--- src/pkg/wdg_cfg.svh ---
// Purpose: register layout, reset values and field positions of the watchdog block
// Assumes: included by the package and by the design modules
// Notes: indices are word indices; the bus byte address is four times the index
`ifndef WDG_CFG_SVH
`define WDG_CFG_SVH

// ----------------------------------------
// Register indices
// ----------------------------------------
`define WDG_CTRL_INDEX 32'h00FF_FFB1
`define WDG_CNT_INDEX 32'h00FF_FFB2

// ----------------------------------------
// Control/status field positions
// ----------------------------------------
`define WDG_CWE_WI_BIT 7
`define WDG_CWE_BIT 6
`define WDG_MWE_WI_BIT 5
`define WDG_MWE_BIT 4
`define WDG_RUN_WI_BIT 3
`define WDG_RUN_BIT 2
`define WDG_FLAG_WI_BIT 1
`define WDG_FLAG_BIT 0

// ----------------------------------------
// Reset values and widths
// ----------------------------------------
`define WDG_CTRL_RESET 8'hAE
`define WDG_CNT_WIDTH 8
`define WDG_CNT_RESET 8'h00
`define WDG_CNT_MAX 8'hFF

// ----------------------------------------
// Bus answers
// ----------------------------------------
`define WDG_RESP_OKAY 2'b00
`define WDG_RESP_DECERR 2'b11

`endif

--- src/pkg/wdg_pkg.sv ---
// Purpose: shared types of the watchdog block
// Assumes: wdg_cfg.svh on the include path
// Notes: bus structs keep the published AXI4-Lite signal names
`include "wdg_cfg.svh"

package wdg_pkg;

  // ----------------------------------------
  // AXI4-Lite carriers
  // ----------------------------------------
  typedef struct packed {
    logic awvalid;
    logic [31:0] awaddr;
    logic wvalid;
    logic [31:0] wdata;
    logic [3:0] wstrb;
    logic bready;
    logic arvalid;
    logic [31:0] araddr;
    logic rready;
  } wdg_axi_req_t;

  typedef struct packed {
    logic awready;
    logic wready;
    logic bvalid;
    logic [1:0] bresp;
    logic arready;
    logic rvalid;
    logic [31:0] rdata;
    logic [1:0] rresp;
  } wdg_axi_rsp_t;

  // ----------------------------------------
  // Stored control bits
  // ----------------------------------------
  typedef struct packed {
    logic counterWriteEnable;
    logic masterWriteEnable;
    logic watchdogRun;
    logic watchdogResetFlag;
  } wdg_ctrl_t;

  // ----------------------------------------
  // Module state
  // ----------------------------------------
  typedef struct packed {
    logic pinSync1;
    logic pinSync2;
    wdg_ctrl_t ctrl;
    logic awHeld;
    logic [31:0] awAddr;
    logic wHeld;
    logic [31:0] wData;
    logic [3:0] wStrb;
    wdg_axi_rsp_t rsp;
    logic watchdogResetOut;
  } wdg_top_state_t;

  typedef struct packed {
    logic [`WDG_CNT_WIDTH-1:0] count;
  } wdg_cnt_state_t;

endpackage : wdg_pkg

--- src/rtl/wdg_counter.sv ---
// Purpose: up-counting watchdog counter with load and overflow
// Assumes: one clock, synchronous active-high reset
// Notes: overflow is a same-cycle flag of the wrap from max to zero
`include "wdg_cfg.svh"

module wdg_counter (
  // Clock and reset
  input wire logic clk_sys,
  input wire logic reset,
  // Control
  input wire logic clear,
  input wire logic run,
  input wire logic loadEn,
  input wire logic [`WDG_CNT_WIDTH-1:0] loadValue,
  // Status
  output logic [`WDG_CNT_WIDTH-1:0] count,
  output logic overflow
);

  wdg_pkg::wdg_cnt_state_t state_reg;
  wdg_pkg::wdg_cnt_state_t state_next;

  // Wrap flag; a load or clear in the same cycle takes priority
  assign overflow = run && !loadEn && !clear && (state_reg.count == `WDG_CNT_MAX);
  assign count = state_reg.count;

  // ----------------------------------------
  // Next count
  // ----------------------------------------
  always_comb begin
    state_next = state_reg;
    if (clear) begin
      state_next.count = `WDG_CNT_RESET;
    end else if (loadEn) begin
      state_next.count = loadValue;
    end else if (run) begin
      state_next.count = state_reg.count + `WDG_CNT_WIDTH'(1);
    end
  end

  // State register
  always_ff @(posedge clk_sys) begin
    if (reset) begin
      state_reg.count <= `WDG_CNT_RESET;
    end else begin
      state_reg <= state_next;
    end
  end

endmodule : wdg_counter

--- src/rtl/wdg_top.sv ---
// Purpose: watchdog control/status register with guarded bits, AXI4-Lite slave
// Assumes: 25 MHz clk_sys, synchronous active-high reset, one clock domain
// Notes: counter advances one step per clock while the run bit is set
`include "wdg_cfg.svh"

module wdg_top (
  // Clock and reset
  input wire logic clk_sys,
  input wire logic reset,
  // External reset pin, active low, asynchronous
  input wire logic extResetPinN,
  // Register bus
  input wire wdg_pkg::wdg_axi_req_t axiReq,
  output wdg_pkg::wdg_axi_rsp_t axiRsp,
  // Watchdog outputs
  output logic watchdogResetOut,
  output logic watchdogRunOut
);

  // ----------------------------------------
  // Byte addresses of the registers
  // ----------------------------------------
  localparam logic [31:0] CtrlAddr = `WDG_CTRL_INDEX << 2;
  localparam logic [31:0] CntAddr = `WDG_CNT_INDEX << 2;
  localparam logic [7:0] CtrlReset = `WDG_CTRL_RESET;

  wdg_pkg::wdg_top_state_t state_reg;
  wdg_pkg::wdg_top_state_t state_next;

  // Counter hookup
  logic [`WDG_CNT_WIDTH-1:0] cntValue;
  logic cntOverflow;
  logic cntClear;
  logic cntLoad;
  logic [`WDG_CNT_WIDTH-1:0] cntLoadValue;

  // Bus decode helpers
  logic awTake;
  logic wTake;
  logic arTake;
  logic haveAw;
  logic haveW;
  logic doWrite;
  logic [31:0] wrAddr;
  logic [31:0] wrData;
  logic [3:0] wrStrb;
  logic wrCtrl;
  logic wrCnt;
  logic pinReset;
  logic [7:0] ctrlRead;

  // ----------------------------------------
  // Outputs straight from state flops
  // ----------------------------------------
  assign axiRsp = state_reg.rsp;
  assign watchdogResetOut = state_reg.watchdogResetOut;
  assign watchdogRunOut = state_reg.ctrl.watchdogRun;

  // Pin level after the two-flop synchroniser
  assign pinReset = !state_reg.pinSync2;

  // ----------------------------------------
  // Readback image of the control register
  // ----------------------------------------
  always_comb begin
    ctrlRead = 8'h00;
    ctrlRead[`WDG_CWE_WI_BIT] = 1'b1;
    ctrlRead[`WDG_MWE_WI_BIT] = 1'b1;
    ctrlRead[`WDG_RUN_WI_BIT] = 1'b1;
    ctrlRead[`WDG_FLAG_WI_BIT] = 1'b1;
    ctrlRead[`WDG_CWE_BIT] = state_reg.ctrl.counterWriteEnable;
    ctrlRead[`WDG_MWE_BIT] = state_reg.ctrl.masterWriteEnable;
    ctrlRead[`WDG_RUN_BIT] = state_reg.ctrl.watchdogRun;
    ctrlRead[`WDG_FLAG_BIT] = state_reg.ctrl.watchdogResetFlag;
  end

  // ----------------------------------------
  // Write channel handshakes
  // ----------------------------------------
  always_comb begin
    awTake = axiReq.awvalid && state_reg.rsp.awready;
    wTake = axiReq.wvalid && state_reg.rsp.wready;
    arTake = axiReq.arvalid && state_reg.rsp.arready;
    haveAw = state_reg.awHeld || awTake;
    haveW = state_reg.wHeld || wTake;
    // Response slot must be free before the write lands
    doWrite = haveAw && haveW && !state_reg.rsp.bvalid;
    wrAddr = state_reg.awHeld ? state_reg.awAddr : axiReq.awaddr;
    wrData = state_reg.wHeld ? state_reg.wData : axiReq.wdata;
    wrStrb = state_reg.wHeld ? state_reg.wStrb : axiReq.wstrb;
    // Low two address bits ignored, word access only
    wrCtrl = doWrite && (wrAddr[31:2] == CtrlAddr[31:2]);
    wrCnt = doWrite && (wrAddr[31:2] == CntAddr[31:2]);
  end

  // ----------------------------------------
  // Counter control
  // ----------------------------------------
  always_comb begin
    // Both reset sources restart the count from zero
    cntClear = pinReset || state_reg.watchdogResetOut;
    cntLoad = wrCnt && wrStrb[0] && state_reg.ctrl.counterWriteEnable;
    cntLoadValue = wrData[`WDG_CNT_WIDTH-1:0];
  end

  wdg_counter u_counter (
    .clk_sys(clk_sys),
    .reset(reset),
    .clear(cntClear),
    .run(state_reg.ctrl.watchdogRun),
    .loadEn(cntLoad),
    .loadValue(cntLoadValue),
    .count(cntValue),
    .overflow(cntOverflow)
  );

  // ----------------------------------------
  // Next state
  // ----------------------------------------
  always_comb begin
    state_next = state_reg;

    // Synchroniser for the reset pin
    state_next.pinSync1 = extResetPinN;
    state_next.pinSync2 = state_reg.pinSync1;

    // Internal reset is a one-cycle pulse
    state_next.watchdogResetOut = 1'b0;

    // Write address and data may arrive in either order
    if (awTake) begin
      state_next.awHeld = 1'b1;
      state_next.awAddr = axiReq.awaddr;
    end
    if (wTake) begin
      state_next.wHeld = 1'b1;
      state_next.wData = axiReq.wdata;
      state_next.wStrb = axiReq.wstrb;
    end

    // Control register write; each bit on its own gate
    if (wrCtrl && wrStrb[0]) begin
      if (!wrData[`WDG_CWE_WI_BIT]) begin
        state_next.ctrl.counterWriteEnable = wrData[`WDG_CWE_BIT];
      end
      if (!wrData[`WDG_MWE_WI_BIT]) begin
        state_next.ctrl.masterWriteEnable = wrData[`WDG_MWE_BIT];
      end
      if (state_reg.ctrl.masterWriteEnable) begin
        if (!wrData[`WDG_RUN_WI_BIT]) begin
          state_next.ctrl.watchdogRun = wrData[`WDG_RUN_BIT];
        end
        if (!wrData[`WDG_FLAG_WI_BIT] && !wrData[`WDG_FLAG_BIT]) begin
          state_next.ctrl.watchdogResetFlag = 1'b0;
        end
      end
    end

    // Write response; gated bits never raise an error
    if (doWrite) begin
      state_next.awHeld = 1'b0;
      state_next.wHeld = 1'b0;
      state_next.rsp.bvalid = 1'b1;
      state_next.rsp.bresp = (wrCtrl || wrCnt) ? `WDG_RESP_OKAY : `WDG_RESP_DECERR;
    end else if (state_reg.rsp.bvalid && axiReq.bready) begin
      state_next.rsp.bvalid = 1'b0;
    end
    // Accept a new beat only when nothing waits
    state_next.rsp.awready = !state_next.awHeld && !state_next.rsp.bvalid;
    state_next.rsp.wready = !state_next.wHeld && !state_next.rsp.bvalid;

    // Read path answers one cycle after the address
    if (arTake) begin
      state_next.rsp.arready = 1'b0;
      state_next.rsp.rvalid = 1'b1;
      state_next.rsp.rresp = `WDG_RESP_OKAY;
      if (axiReq.araddr[31:2] == CtrlAddr[31:2]) begin
        state_next.rsp.rdata = {24'h00_0000, ctrlRead};
      end else if (axiReq.araddr[31:2] == CntAddr[31:2]) begin
        state_next.rsp.rdata = {{(32 - `WDG_CNT_WIDTH){1'b0}}, cntValue};
      end else begin
        state_next.rsp.rdata = 32'h0000_0000;
        state_next.rsp.rresp = `WDG_RESP_DECERR;
      end
    end else if (state_reg.rsp.rvalid && axiReq.rready) begin
      state_next.rsp.rvalid = 1'b0;
      state_next.rsp.arready = 1'b1;
    end

    if (cntOverflow) begin
      state_next.watchdogResetOut = 1'b1;
    end
    // Internal reset reloads control; flag kept set
    if (state_reg.watchdogResetOut) begin
      state_next.ctrl.counterWriteEnable = CtrlReset[`WDG_CWE_BIT];
      state_next.ctrl.masterWriteEnable = CtrlReset[`WDG_MWE_BIT];
      state_next.ctrl.watchdogRun = CtrlReset[`WDG_RUN_BIT];
    end
    // Set wins over a same-cycle software clear
    if (cntOverflow || state_reg.watchdogResetOut) begin
      state_next.ctrl.watchdogResetFlag = 1'b1;
    end

    // pin reset reloads every control bit from the reset image, flag too
    if (pinReset) begin
      state_next.ctrl.counterWriteEnable = CtrlReset[`WDG_CWE_BIT];
      state_next.ctrl.masterWriteEnable = CtrlReset[`WDG_MWE_BIT];
      state_next.ctrl.watchdogRun = CtrlReset[`WDG_RUN_BIT];
      state_next.ctrl.watchdogResetFlag = CtrlReset[`WDG_FLAG_BIT];
      state_next.watchdogResetOut = 1'b0;
    end
  end

  // ----------------------------------------
  // State register
  // ----------------------------------------
  // reset image 0xae, running
  always_ff @(posedge clk_sys) begin
    if (reset) begin
      state_reg.pinSync1 <= 1'b1;
      state_reg.pinSync2 <= 1'b1;
      state_reg.ctrl.counterWriteEnable <= CtrlReset[`WDG_CWE_BIT];
      state_reg.ctrl.masterWriteEnable <= CtrlReset[`WDG_MWE_BIT];
      state_reg.ctrl.watchdogRun <= CtrlReset[`WDG_RUN_BIT];
      state_reg.ctrl.watchdogResetFlag <= CtrlReset[`WDG_FLAG_BIT];
      state_reg.awHeld <= 1'b0;
      state_reg.awAddr <= 32'h0000_0000;
      state_reg.wHeld <= 1'b0;
      state_reg.wData <= 32'h0000_0000;
      state_reg.wStrb <= 4'h0;
      state_reg.rsp.awready <= 1'b1;
      state_reg.rsp.wready <= 1'b1;
      state_reg.rsp.bvalid <= 1'b0;
      state_reg.rsp.bresp <= `WDG_RESP_OKAY;
      state_reg.rsp.arready <= 1'b1;
      state_reg.rsp.rvalid <= 1'b0;
      state_reg.rsp.rdata <= 32'h0000_0000;
      state_reg.rsp.rresp <= `WDG_RESP_OKAY;
      state_reg.watchdogResetOut <= 1'b0;
    end else begin
      state_reg <= state_next;
    end
  end

endmodule : wdg_top

--- config.mk ---
export PLATFORM = sky130hd
export DESIGN_NAME = wdg_top
export DESIGN_NICKNAME = d
export VERILOG_FILES = /design/src/pkg/wdg_pkg.sv /design/src/rtl/wdg_counter.sv /design/src/rtl/wdg_top.sv
export VERILOG_INCLUDE_DIRS = /design/src /design/src/pkg
export SDC_FILE = /design/constraint.sdc
export NUM_CORES = 1
export LEC_CHECK = 0
export BUFFER_PORTS_ARGS = -buffer_cell sky130_fd_sc_hd__buf_4
export CAP_MARGIN = 30
export CORE_UTILIZATION = 40
export DETAILED_ROUTE_END_ITERATION = 8
export PLACE_DENSITY_LB_ADDON = 0.08
export SLEW_MARGIN = 20
export SYNTH_ARGS = -nofsm -noshare
export SYNTH_HDL_FRONTEND = slang
export SYNTH_SLANG_ARGS = --single-unit
--- constraint.sdc ---
create_clock -name clk_sys -period 3.6 [get_ports clk_sys]
set_input_delay 0.18 -clock clk_sys [delete_from_list [all_inputs] [get_ports clk_sys]]
set_output_delay 0.18 -clock clk_sys [all_outputs]
set_load 0.005 [all_outputs]
Word level (Yosys, flattened, before mapping)
Cells that the tools add are included.
- output and inout port bits: 43
- input bits: 108
- word-level logic and storage cells: 98
- register bits: 126
- add/subtract/negate cells: 1
- mux-type cells: 23
- reduce and logical (&&, ||, !) cells: 44
- bitwise logic cells: 4
- equal/unequal tests: 5
- operators with widths (kind ; number):
    30-bit by 24-bit equality test with 1-bit output (second input constant) ; 4
    8-bit two-way mux ; 5
    37-bit two-way mux ; 1
    33-bit two-way mux ; 1
    32-bit two-way mux ; 1
    1-bit logical AND ; 18
    1-bit two-way mux ; 10
    2-bit two-way mux ; 5
    2-bit nonzero test ; 5
    1-bit logical NOT ; 9
    8-bit by 1-bit adder with 8-bit output (second input constant) ; 1
    8-bit equality test (second input constant) ; 1
    3-bit AND reduction ; 2
    1-bit logical OR ; 5
    1-bit NOT ; 4
    2-bit AND reduction ; 2
    2-bit OR reduction ; 2
    3-bit OR reduction ; 1

Depth between registers and ports, before layout
Gate-level depths: netlist of the first run.
- depth after elaboration: 14
- gate-level depth with buffers: 8

By module
Synthesis of the first run repeated with hierarchy kept, for this count alone.
- cell total of the unflattened synthesis: 422
- area total of the unflattened synthesis: 3460.8 um^2
- by module, submodules not included (module ; cells each ; times used ; area each (um^2)):
    wdg_top ; 371 ; 1 ; 3002.9
    wdg_counter ; 51 ; 1 ; 457.9

Least setup slack after synthesis of the first run
No wires, ideal clock.
- path kind: register -> register
- from: register state_reg[105] in the netlist's numbering
- to: register state_reg (netlist bit ctrlRead[0])
- setup slack: 1.433 ns
- arrival time: 2.049 ns
- setup time: 0.118 ns
- clock period less this slack: 2.167 ns
- data required time: 3.482 ns
- stages on the path, launching flop included: 8
- cells stage by stage: dfxtp_1 or4b_4 nor4_4 o22ai_1 nor4_4 buf_6 a2bb2oi_2 o21ai_1
- word-level cells in the longest chain between the ends: 12
- ends and longest elaborated chain (what ; line ; source):
    start, declared ; wdg_top.sv:27 ; wdg_pkg::wdg_top_state_t state_reg;
    start signal, assigned ; wdg_top.sv:241 ; state_reg <= state_next;
    32-bit two-way mux * ; wdg_top.sv:88 ; wrAddr = state_reg.awHeld ? state_reg.awAddr : axiReq.awaddr;
    30-bit by 24-bit equality test with 1-bit output ; wdg_top.sv:93 ; wrCnt = doWrite && (wrAddr[31:2] == CntAddr[31:2]);
    1-bit logical AND ; wdg_top.sv:93 ;
    1-bit logical AND (2 in series) ; wdg_top.sv:102 ; cntLoad = wrCnt && wrStrb[0] && state_reg.ctrl.counterWriteEnable;
    1-bit logical NOT ; wdg_counter.sv:24 ; assign overflow = run && !loadEn && !clear && (state_reg.count == `WDG_CNT_MAX);
    1-bit logical AND (3 in series) ; wdg_counter.sv:24 ;
    1-bit logical OR ; wdg_top.sv:200 ; if (cntOverflow || state_reg.watchdogResetOut) begin
    2-bit nonzero test (no line) ; n/a ;
    3-bit AND reduction (no line) ; n/a ;
Every way passes the cells marked *; elsewhere a longest branch is shown, timed or not.
A chain may end at the register's enable or synchronous reset.

Worst setup path after layout of the first run
- from: register state_reg[111] in the netlist's numbering
- to: register u_counter.count[4] (netlist name)
- word-level cells in the longest chain between the ends: 7
- ends and longest elaborated chain (what ; line):
    branches (longest 3 deep; another with 32-bit two-way mux) ; n/a
    1-bit logical AND * ; wdg_top.sv:93
    1-bit logical AND * (2 in series) ; wdg_top.sv:102
    8-bit two-way mux / 2-bit nonzero test (equally long branches) ; n/a
Mark *: on every way between the ends.

==> results of run 1 <==
## cell usage after synthesis, types with 2 or more instances
master	count
xor2_1	4
nor4b_1	2
or3_1	3
nand4_1	13
nand2b_1	7
clkbuf_1	15
a22o_1	4
and3_1	2
a21o_1	4
and2_1	3
buf_4	41
a21oi_1	45
or2_2	2
nor3b_1	2
dfxtp_1	71
o21ai_0	2
nand3_1	6
buf_2	2
or4b_4	2
buf_1	3
mux2_2	2
inv_1	3
xnor2_1	5
a211oi_1	10
a22oi_1	9
nor3_1	7
nand2_1	91
mux2i_1	10
nor2b_1	5
nor4_1	4
nor4_4	3
nor2_1	24
a31oi_1	2
## how the worst max path moves through the flow
| stage | to | startpoint | depth (start not counted) | slack, ns |
|---|---|---|---|---|
| finish | u_counter.count[4] | state_reg[111] | 6 | 0.87 |
| global route | u_counter.count[5] | state_reg[111] | 6 | 0.63 |
| CTS | u_counter.count[4] | state_reg[111] | 6 | 0.84 |
| detailed placement | u_counter.count[4] | state_reg[111] | 6 | 0.89 |
| global placement | u_counter.count[6] | state_reg[111] | 6 | 0.97 |
| floorplan | ctrlRead[0] | state_reg[105] | 7 | 1.43 |
## cell families after synthesis
logic type               share of synthesized area
AO/OA/AOI/OAI                                0.146
XOR/XNOR                                    0.0228
buffers and inverters                        0.118
AND/OR/NAND/NOR                              0.263
flip-flops                                   0.410
multiplexers                                0.0354
other                                      0.00108
adder cells (fa/ha/maj)                    0.00361
## routing by layer
layer  vias to the layer above  wire length [um]
met5                         -                 0
met4                         0                63
met3                         6               506
met2                       107              3480
met1                      1342              3560
li1                       1533                 -
## area by class of cell
class	instances	share of cell area
clock buffers	10	0.0299
clock inverters	6	0.0255
inverters	3	0.00264
multi-input cells	309	0.404
flip-flops and latches	71	0.334
well taps	105	0.0308
repair buffers	97	0.174
## critical path, delay by kind of cell (launching register included)
kind	cells	cell delay, ns
simple gates	4	1.55
flops	1	0.65
compound gates	2	0.44
## power by group through the flow
stage	combinational (mW)	clock (mW)	sequential, mW
2_1_floorplan	0.253	0	0.901
3_3_place_gp	0.327	0	0.927
3_5_place_dp	0.337	0	0.929
4_1_cts	0.338	0.772	0.911
5_1_grt	0.385	0.805	0.920
6_report	0.339	0.757	0.911
## metrics by stage
stage                     power (mW)   util
final                           2.01  0.513
after global routing            2.11  0.513
after CTS                       2.02  0.512
after detailed placement        1.27  0.484
after global placement          1.25  0.482
after floorplan                 1.15      -
==> results.toml, run 1 <==
[outcome]
outcome = "finished, final reports clean"

[sta]
fin_crit_sh = 0.759
worst_slack_ns = 0.867
setup_viol_count_final = 0
relSlewSlack = 0.410
hold_viol = 0
fin_worst_skew_ns = 0.0104
tightestPinTransition_ns = 0.879
fmax_ghz = 0.366
fin_tns_setup_ns = 0
drv_slew = 0
finalCriticalPeriod_ns = 2.73
timing.hold.ws_ns = 0.0317
rsz0062_at_grt = "false"

[critical_path]
cp_common_cell = "nor4_4"
crit_chain = "nand4_1 -> nor4_4 -> o22ai_1 -> nor4_4 -> nor2_1 -> a211oi_1"
r2r-start = "state_reg[111]"
worst-endpoint-required_ns = 3.85
cp-end-kind = "flop"
cp_slowest_cell = "nor4_4"
r2r_slack_ns = 0.87
critPathArrivalTime_ns = 2.99
r2r_cells = 6
reg2reg_to = "u_counter.count[4]"
crit_type = "reg2reg"
cp-start-kind = "flop"
cpPeakStageDelay_ns = 0.84
critical_path.max_fanout = 18

[die]
core_area_um2 = 8300
die_h_um = 95.1
die_w_um = 95.1
start_util = 0.417
ios = 151
placementRows = 33
die_area_um2 = 9040

[logic_synthesis]
yosysTopAreaCellShare = 0.410
ys_types = 47
synth_seq_cells = 71
ys_async_sr_fraction = 0
synth_area_leaders = "dfxtp_1 (41%), nand2_1 (9.9%), buf_4 (8.9%), a21oi_1 (6.5%), mux2i_1 (2.9%)"
synth-seq-area-share = 0.410
synth-edff-count = 0
synthCells = 422
yosysTopAreaCell = "dfxtp_1"
avgSynthCellArea_um2 = 8.21
ys_warn_count = 0
synth-main-ff-cell = "dfxtp_1"
syn_area_um2 = 3460

[clocking]
clkSinkCount = 71
postCtsHoldBufs = 0
cts_root_buf = "clkbuf_8"
cts_tree = "done"
clk_pin_slew_ns = 0.07
cts-htree-levels = 3
clock_latency_ns = 0.34
ctsResizeCount = 0
post-cts-setup-buffers = 0
cts_buffer_depth = 2
cts_inserted_buffers = 9

[power_and_ir_drop]
pwr-share-clk = 0.377
power.density_nw_per_um2 = 471
combPwrFrac = 0.169
p_int_mw = 1.47
p_seq_frac = 0.454
max-vdd-ir-drop_mv = 0.276
leakage_nw = 1.79
p_sw_frac = 0.266
p_switching_uw = 533

[global_routing]
grt-ovfl-total = 0
grt_use_met1 = 0.221
grt_usage = 0.179
grt_use_met2 = 0.299
grt_antenna_before_repair = 0
grt-busiest-layer = "met2"
grt_max_degree = 58
grt_pass1_vias = 2757
grt_pass1_wl_um = 12400
met3_usage = 0.0542

[finish]
fillers = 800
fin_nets = 600
layout_commonest_cell = "buf_4"
num_antenna_cells = 0
stdcell_count = 601
drive_gt1_frac = 0.248
areaGrowthSynthToFinish_pct = 23.0
register_area_um2 = 1420
fin_area_um2 = 4260
largest_reg_flops = 42
multi_input_comb_area_um2 = 1720
layout_common_cells = "buf_4 (95), nand2_1 (91), dfxtp_1 (71)"

[place]
placed_cell_area_um2 = 4010
hpwl_um = 5550
place_inst = 584
place_congestion = 0.757
place_worst_setup_slack_ns = 0.890
portBuffers = 95

[detailed_routing]
drc = 0
antenna_left = 0
via_count = 2988
firstDrtPassIters = 4
drt-vias-per-instance = 4.97
drtIter0Drc = 122
post_drt_wl_per_cell_um = 12.7
drt-total-wl_um = 7610

[worst_hold_path]
min_path_cells = 2
min_from = "extResetPinN"
hold_path_class = "in2reg"
min_to = "state_next[116]"

[job]
maxCapViolations = 0
No activity file was read; power rests on OpenSTA's default activity.
==> inputs of run 2 (changes only) <==
--- a/config.mk
+++ b/config.mk
@@ -6,6 +6,7 @@
 export SDC_FILE = /design/constraint.sdc
 export NUM_CORES = 1
 export LEC_CHECK = 0
+export ABC_AREA = 1
 export BUFFER_PORTS_ARGS = -buffer_cell sky130_fd_sc_hd__buf_4
 export CAP_MARGIN = 30
 export CORE_UTILIZATION = 40
==> constraint.sdc (replaced) <==
create_clock -name clk_sys -period 2.6 [get_ports clk_sys]
set_input_delay 0.13 -clock clk_sys [delete_from_list [all_inputs] [get_ports clk_sys]]
set_output_delay 0.13 -clock clk_sys [all_outputs]
set_load 0.005 [all_outputs]
==> results.toml, run 2 <==
[power_and_ir_drop]
total_power_mw = 2.83
max-vdd-ir-drop_mv = 0.406
leakage_nw = 2.20
power.density_nw_per_um2 = 627

[logic_synthesis]
yosysTopAreaCell = "dfxtp_1"
synthTopCellsByCount = "nor2_1 (104), nand2_1 (93), dfxtp_1 (71)"
ys_async_sr_fraction = 0
avgSynthCellArea_um2 = 6.72
synthCells = 558
synth.most_common_cell = "nor2_1"
ys_types = 32
synth-seq-area-share = 0.379
ys_warn_count = 0
syn_area_um2 = 3750
yosysTopAreaCellShare = 0.379
synth_seq_cells = 71
synth_area_leaders = "dfxtp_1 (38%), nor2_1 (10%), nand2_1 (9.3%), buf_4 (8.2%), o21ai_0 (6.9%)"
synth-edff-count = 0
synth-main-ff-cell = "dfxtp_1"

[critical_path]
worst-endpoint-required_ns = 2.88
cp_slowest_cell = "dfxtp_1"
cp-start-kind = "flop"
crit_chain = "a21oi_1 -> nor2_4 -> nand2_1 -> nor2_2 -> nand4_2 -> or2_0 -> nand3_1 -> nand2_1 -> inv_1"
cpPeakStageDelay_ns = 0.66
critPathArrivalTime_ns = 2.53
crit_buf_inv = 1
cp-end-kind = "flop"
crit_type = "reg2reg"
critPathTopFamily = "simple AND/OR/NAND/NOR gates"
cp_common_cell = "nand2_1"
critical_path.max_fanout = 20

[die]
die_w_um = 98.9
die_area_um2 = 9770
ios = 151
die_h_um = 98.9
placementRows = 34
core_area_um2 = 8890
start_util = 0.422

[detailed_routing]
via_count = 3462
drtIter0Drc = 95
post_drt_wl_per_cell_um = 11.2
drt-total-wl_um = 8300
firstDrtPassIters = 4
drc = 0
drt-vias-per-instance = 4.67
antenna_left = 0

[sta]
fmax_ghz = 0.446
tightestPinTransition_ns = 0.830
hold_viol = 0
setup_viol_count_final = 0
relSlewSlack = 0.444
fin_worst_skew_ns = 0.00487
fin_crit_sh = 0.862
finalCriticalPeriod_ns = 2.24
fin_tns_setup_ns = 0
timing.hold.ws_ns = 0.0322
drv_slew = 0
rsz0062_at_grt = "false"

[worst_hold_path]
hold_path_class = "in2reg"

[clocking]
clk_pin_slew_ns = 0.07
ctsResizeCount = 0
clkSinkCount = 71
cts_inserted_buffers = 9
postCtsHoldBufs = 1
post-cts-setup-buffers = 0
cts-htree-levels = 3
cts_buffer_depth = 2
cts_tree = "done"
clock_latency_ns = 0.34
cts_root_buf = "clkbuf_8"

[finish]
fillers = 891
register_area_um2 = 1420
multi_input_comb_area_um2 = 1800
layout_common_cells = "nor2_1 (104), buf_4 (99), nand2_1 (93)"
largest_reg_flops = 42
fin_area_um2 = 4510
areaGrowthSynthToFinish_pct = 20.3
drive_gt1_frac = 0.199
final_util = 0.508
num_antenna_cells = 0
layout_commonest_cell = "nor2_1"
fin_nets = 739

[global_routing]
grt_pass1_wl_um = 13800
grt_pass1_vias = 3118
grt_usage = 0.175
grt-ovfl-total = 0
grt_antenna_before_repair = 0
grt_max_degree = 48

[place]
hpwl_um = 6120
portBuffers = 95
placed_cell_area_um2 = 4310
place_congestion = 0.799

[job]
maxCapViolations = 0

[outcome]
outcome = "finished, final reports clean"
==> run 2: changes by cell type after synthesis, moves of 21 or more <==
cell / delta
nor2_1: +80
inv_1: +52
o21ai_0: +50
nand3_1: +40
a21oi_1: -21
==> run 2: cell families (layout without fill, tap and decap cells) <==
family	after synthesis	after routing	share of synthesized area
other	1	24	0.000999
adder cells (fa/ha/maj)	1	1	0.00333
buffers and inverters	118	171	0.166
XOR/XNOR	6	6	0.0140
AND/OR/NAND/NOR	281	281	0.328
AO/OA/AOI/OAI	80	80	0.109
flip-flops	71	71	0.379
==> run 2: final cells by class <==
class | count | share of cell area
multi-input cells | 392 | 0.398
flip-flops and latches | 71 | 0.315
repair buffers | 100 | 0.167
inverters | 56 | 0.0466
clock buffers | 12 | 0.0344
well taps | 108 | 0.0299
clock inverters | 3 | 0.00943
==> run 2: routing by layer <==
metal | share of wire | global-route usage | vias to the layer above
li1 | - | - | 1852
met1 | 0.49 | 0.224 | 1513
met2 | 0.44 | 0.288 | 85
met3 | 0.048 | 0.0383 | 12
met4 | 0.015 | 0.0654 | 0
met5 | 0 | 0 | -
==> run 2: worst paths after layout <==
check             startpoint                  to  slack [ns]  cells after the start
max            state_reg[78]  u_counter.count[5]        0.36                      9
min               axiReq[45]       state_reg[52]        0.03                      3
max reg2reg    state_reg[78]  u_counter.count[5]        0.36                      9
min reg2reg  state_next[116]      state_reg[116]        0.42                      1
==> run 2: tightest hold or removal path, stage by stage <==
cell and delay (ns):
buf_4 0.08, inv_1 0.04, a21oi_1 0.10
==> run 2: power by group <==
group / leakage [nW] / switching [mW] / internal (mW)
registers: 0.586 / 0.0912 / 1.24
clock network: 0.0985 / 0.393 / 0.489
logic: 1.52 / 0.349 / 0.272
total: 2.20 / 0.834 / 2.00
==> run 2: through the flow <==
stage | instances | setup slack, ns
final | 742 | 0.359
after global routing | 742 | 0.0652
after CTS | 742 | 0.351
after detailed placement | 726 | 0.362
after global placement | 726 | 0.434
after floorplan | 581 | 1.14
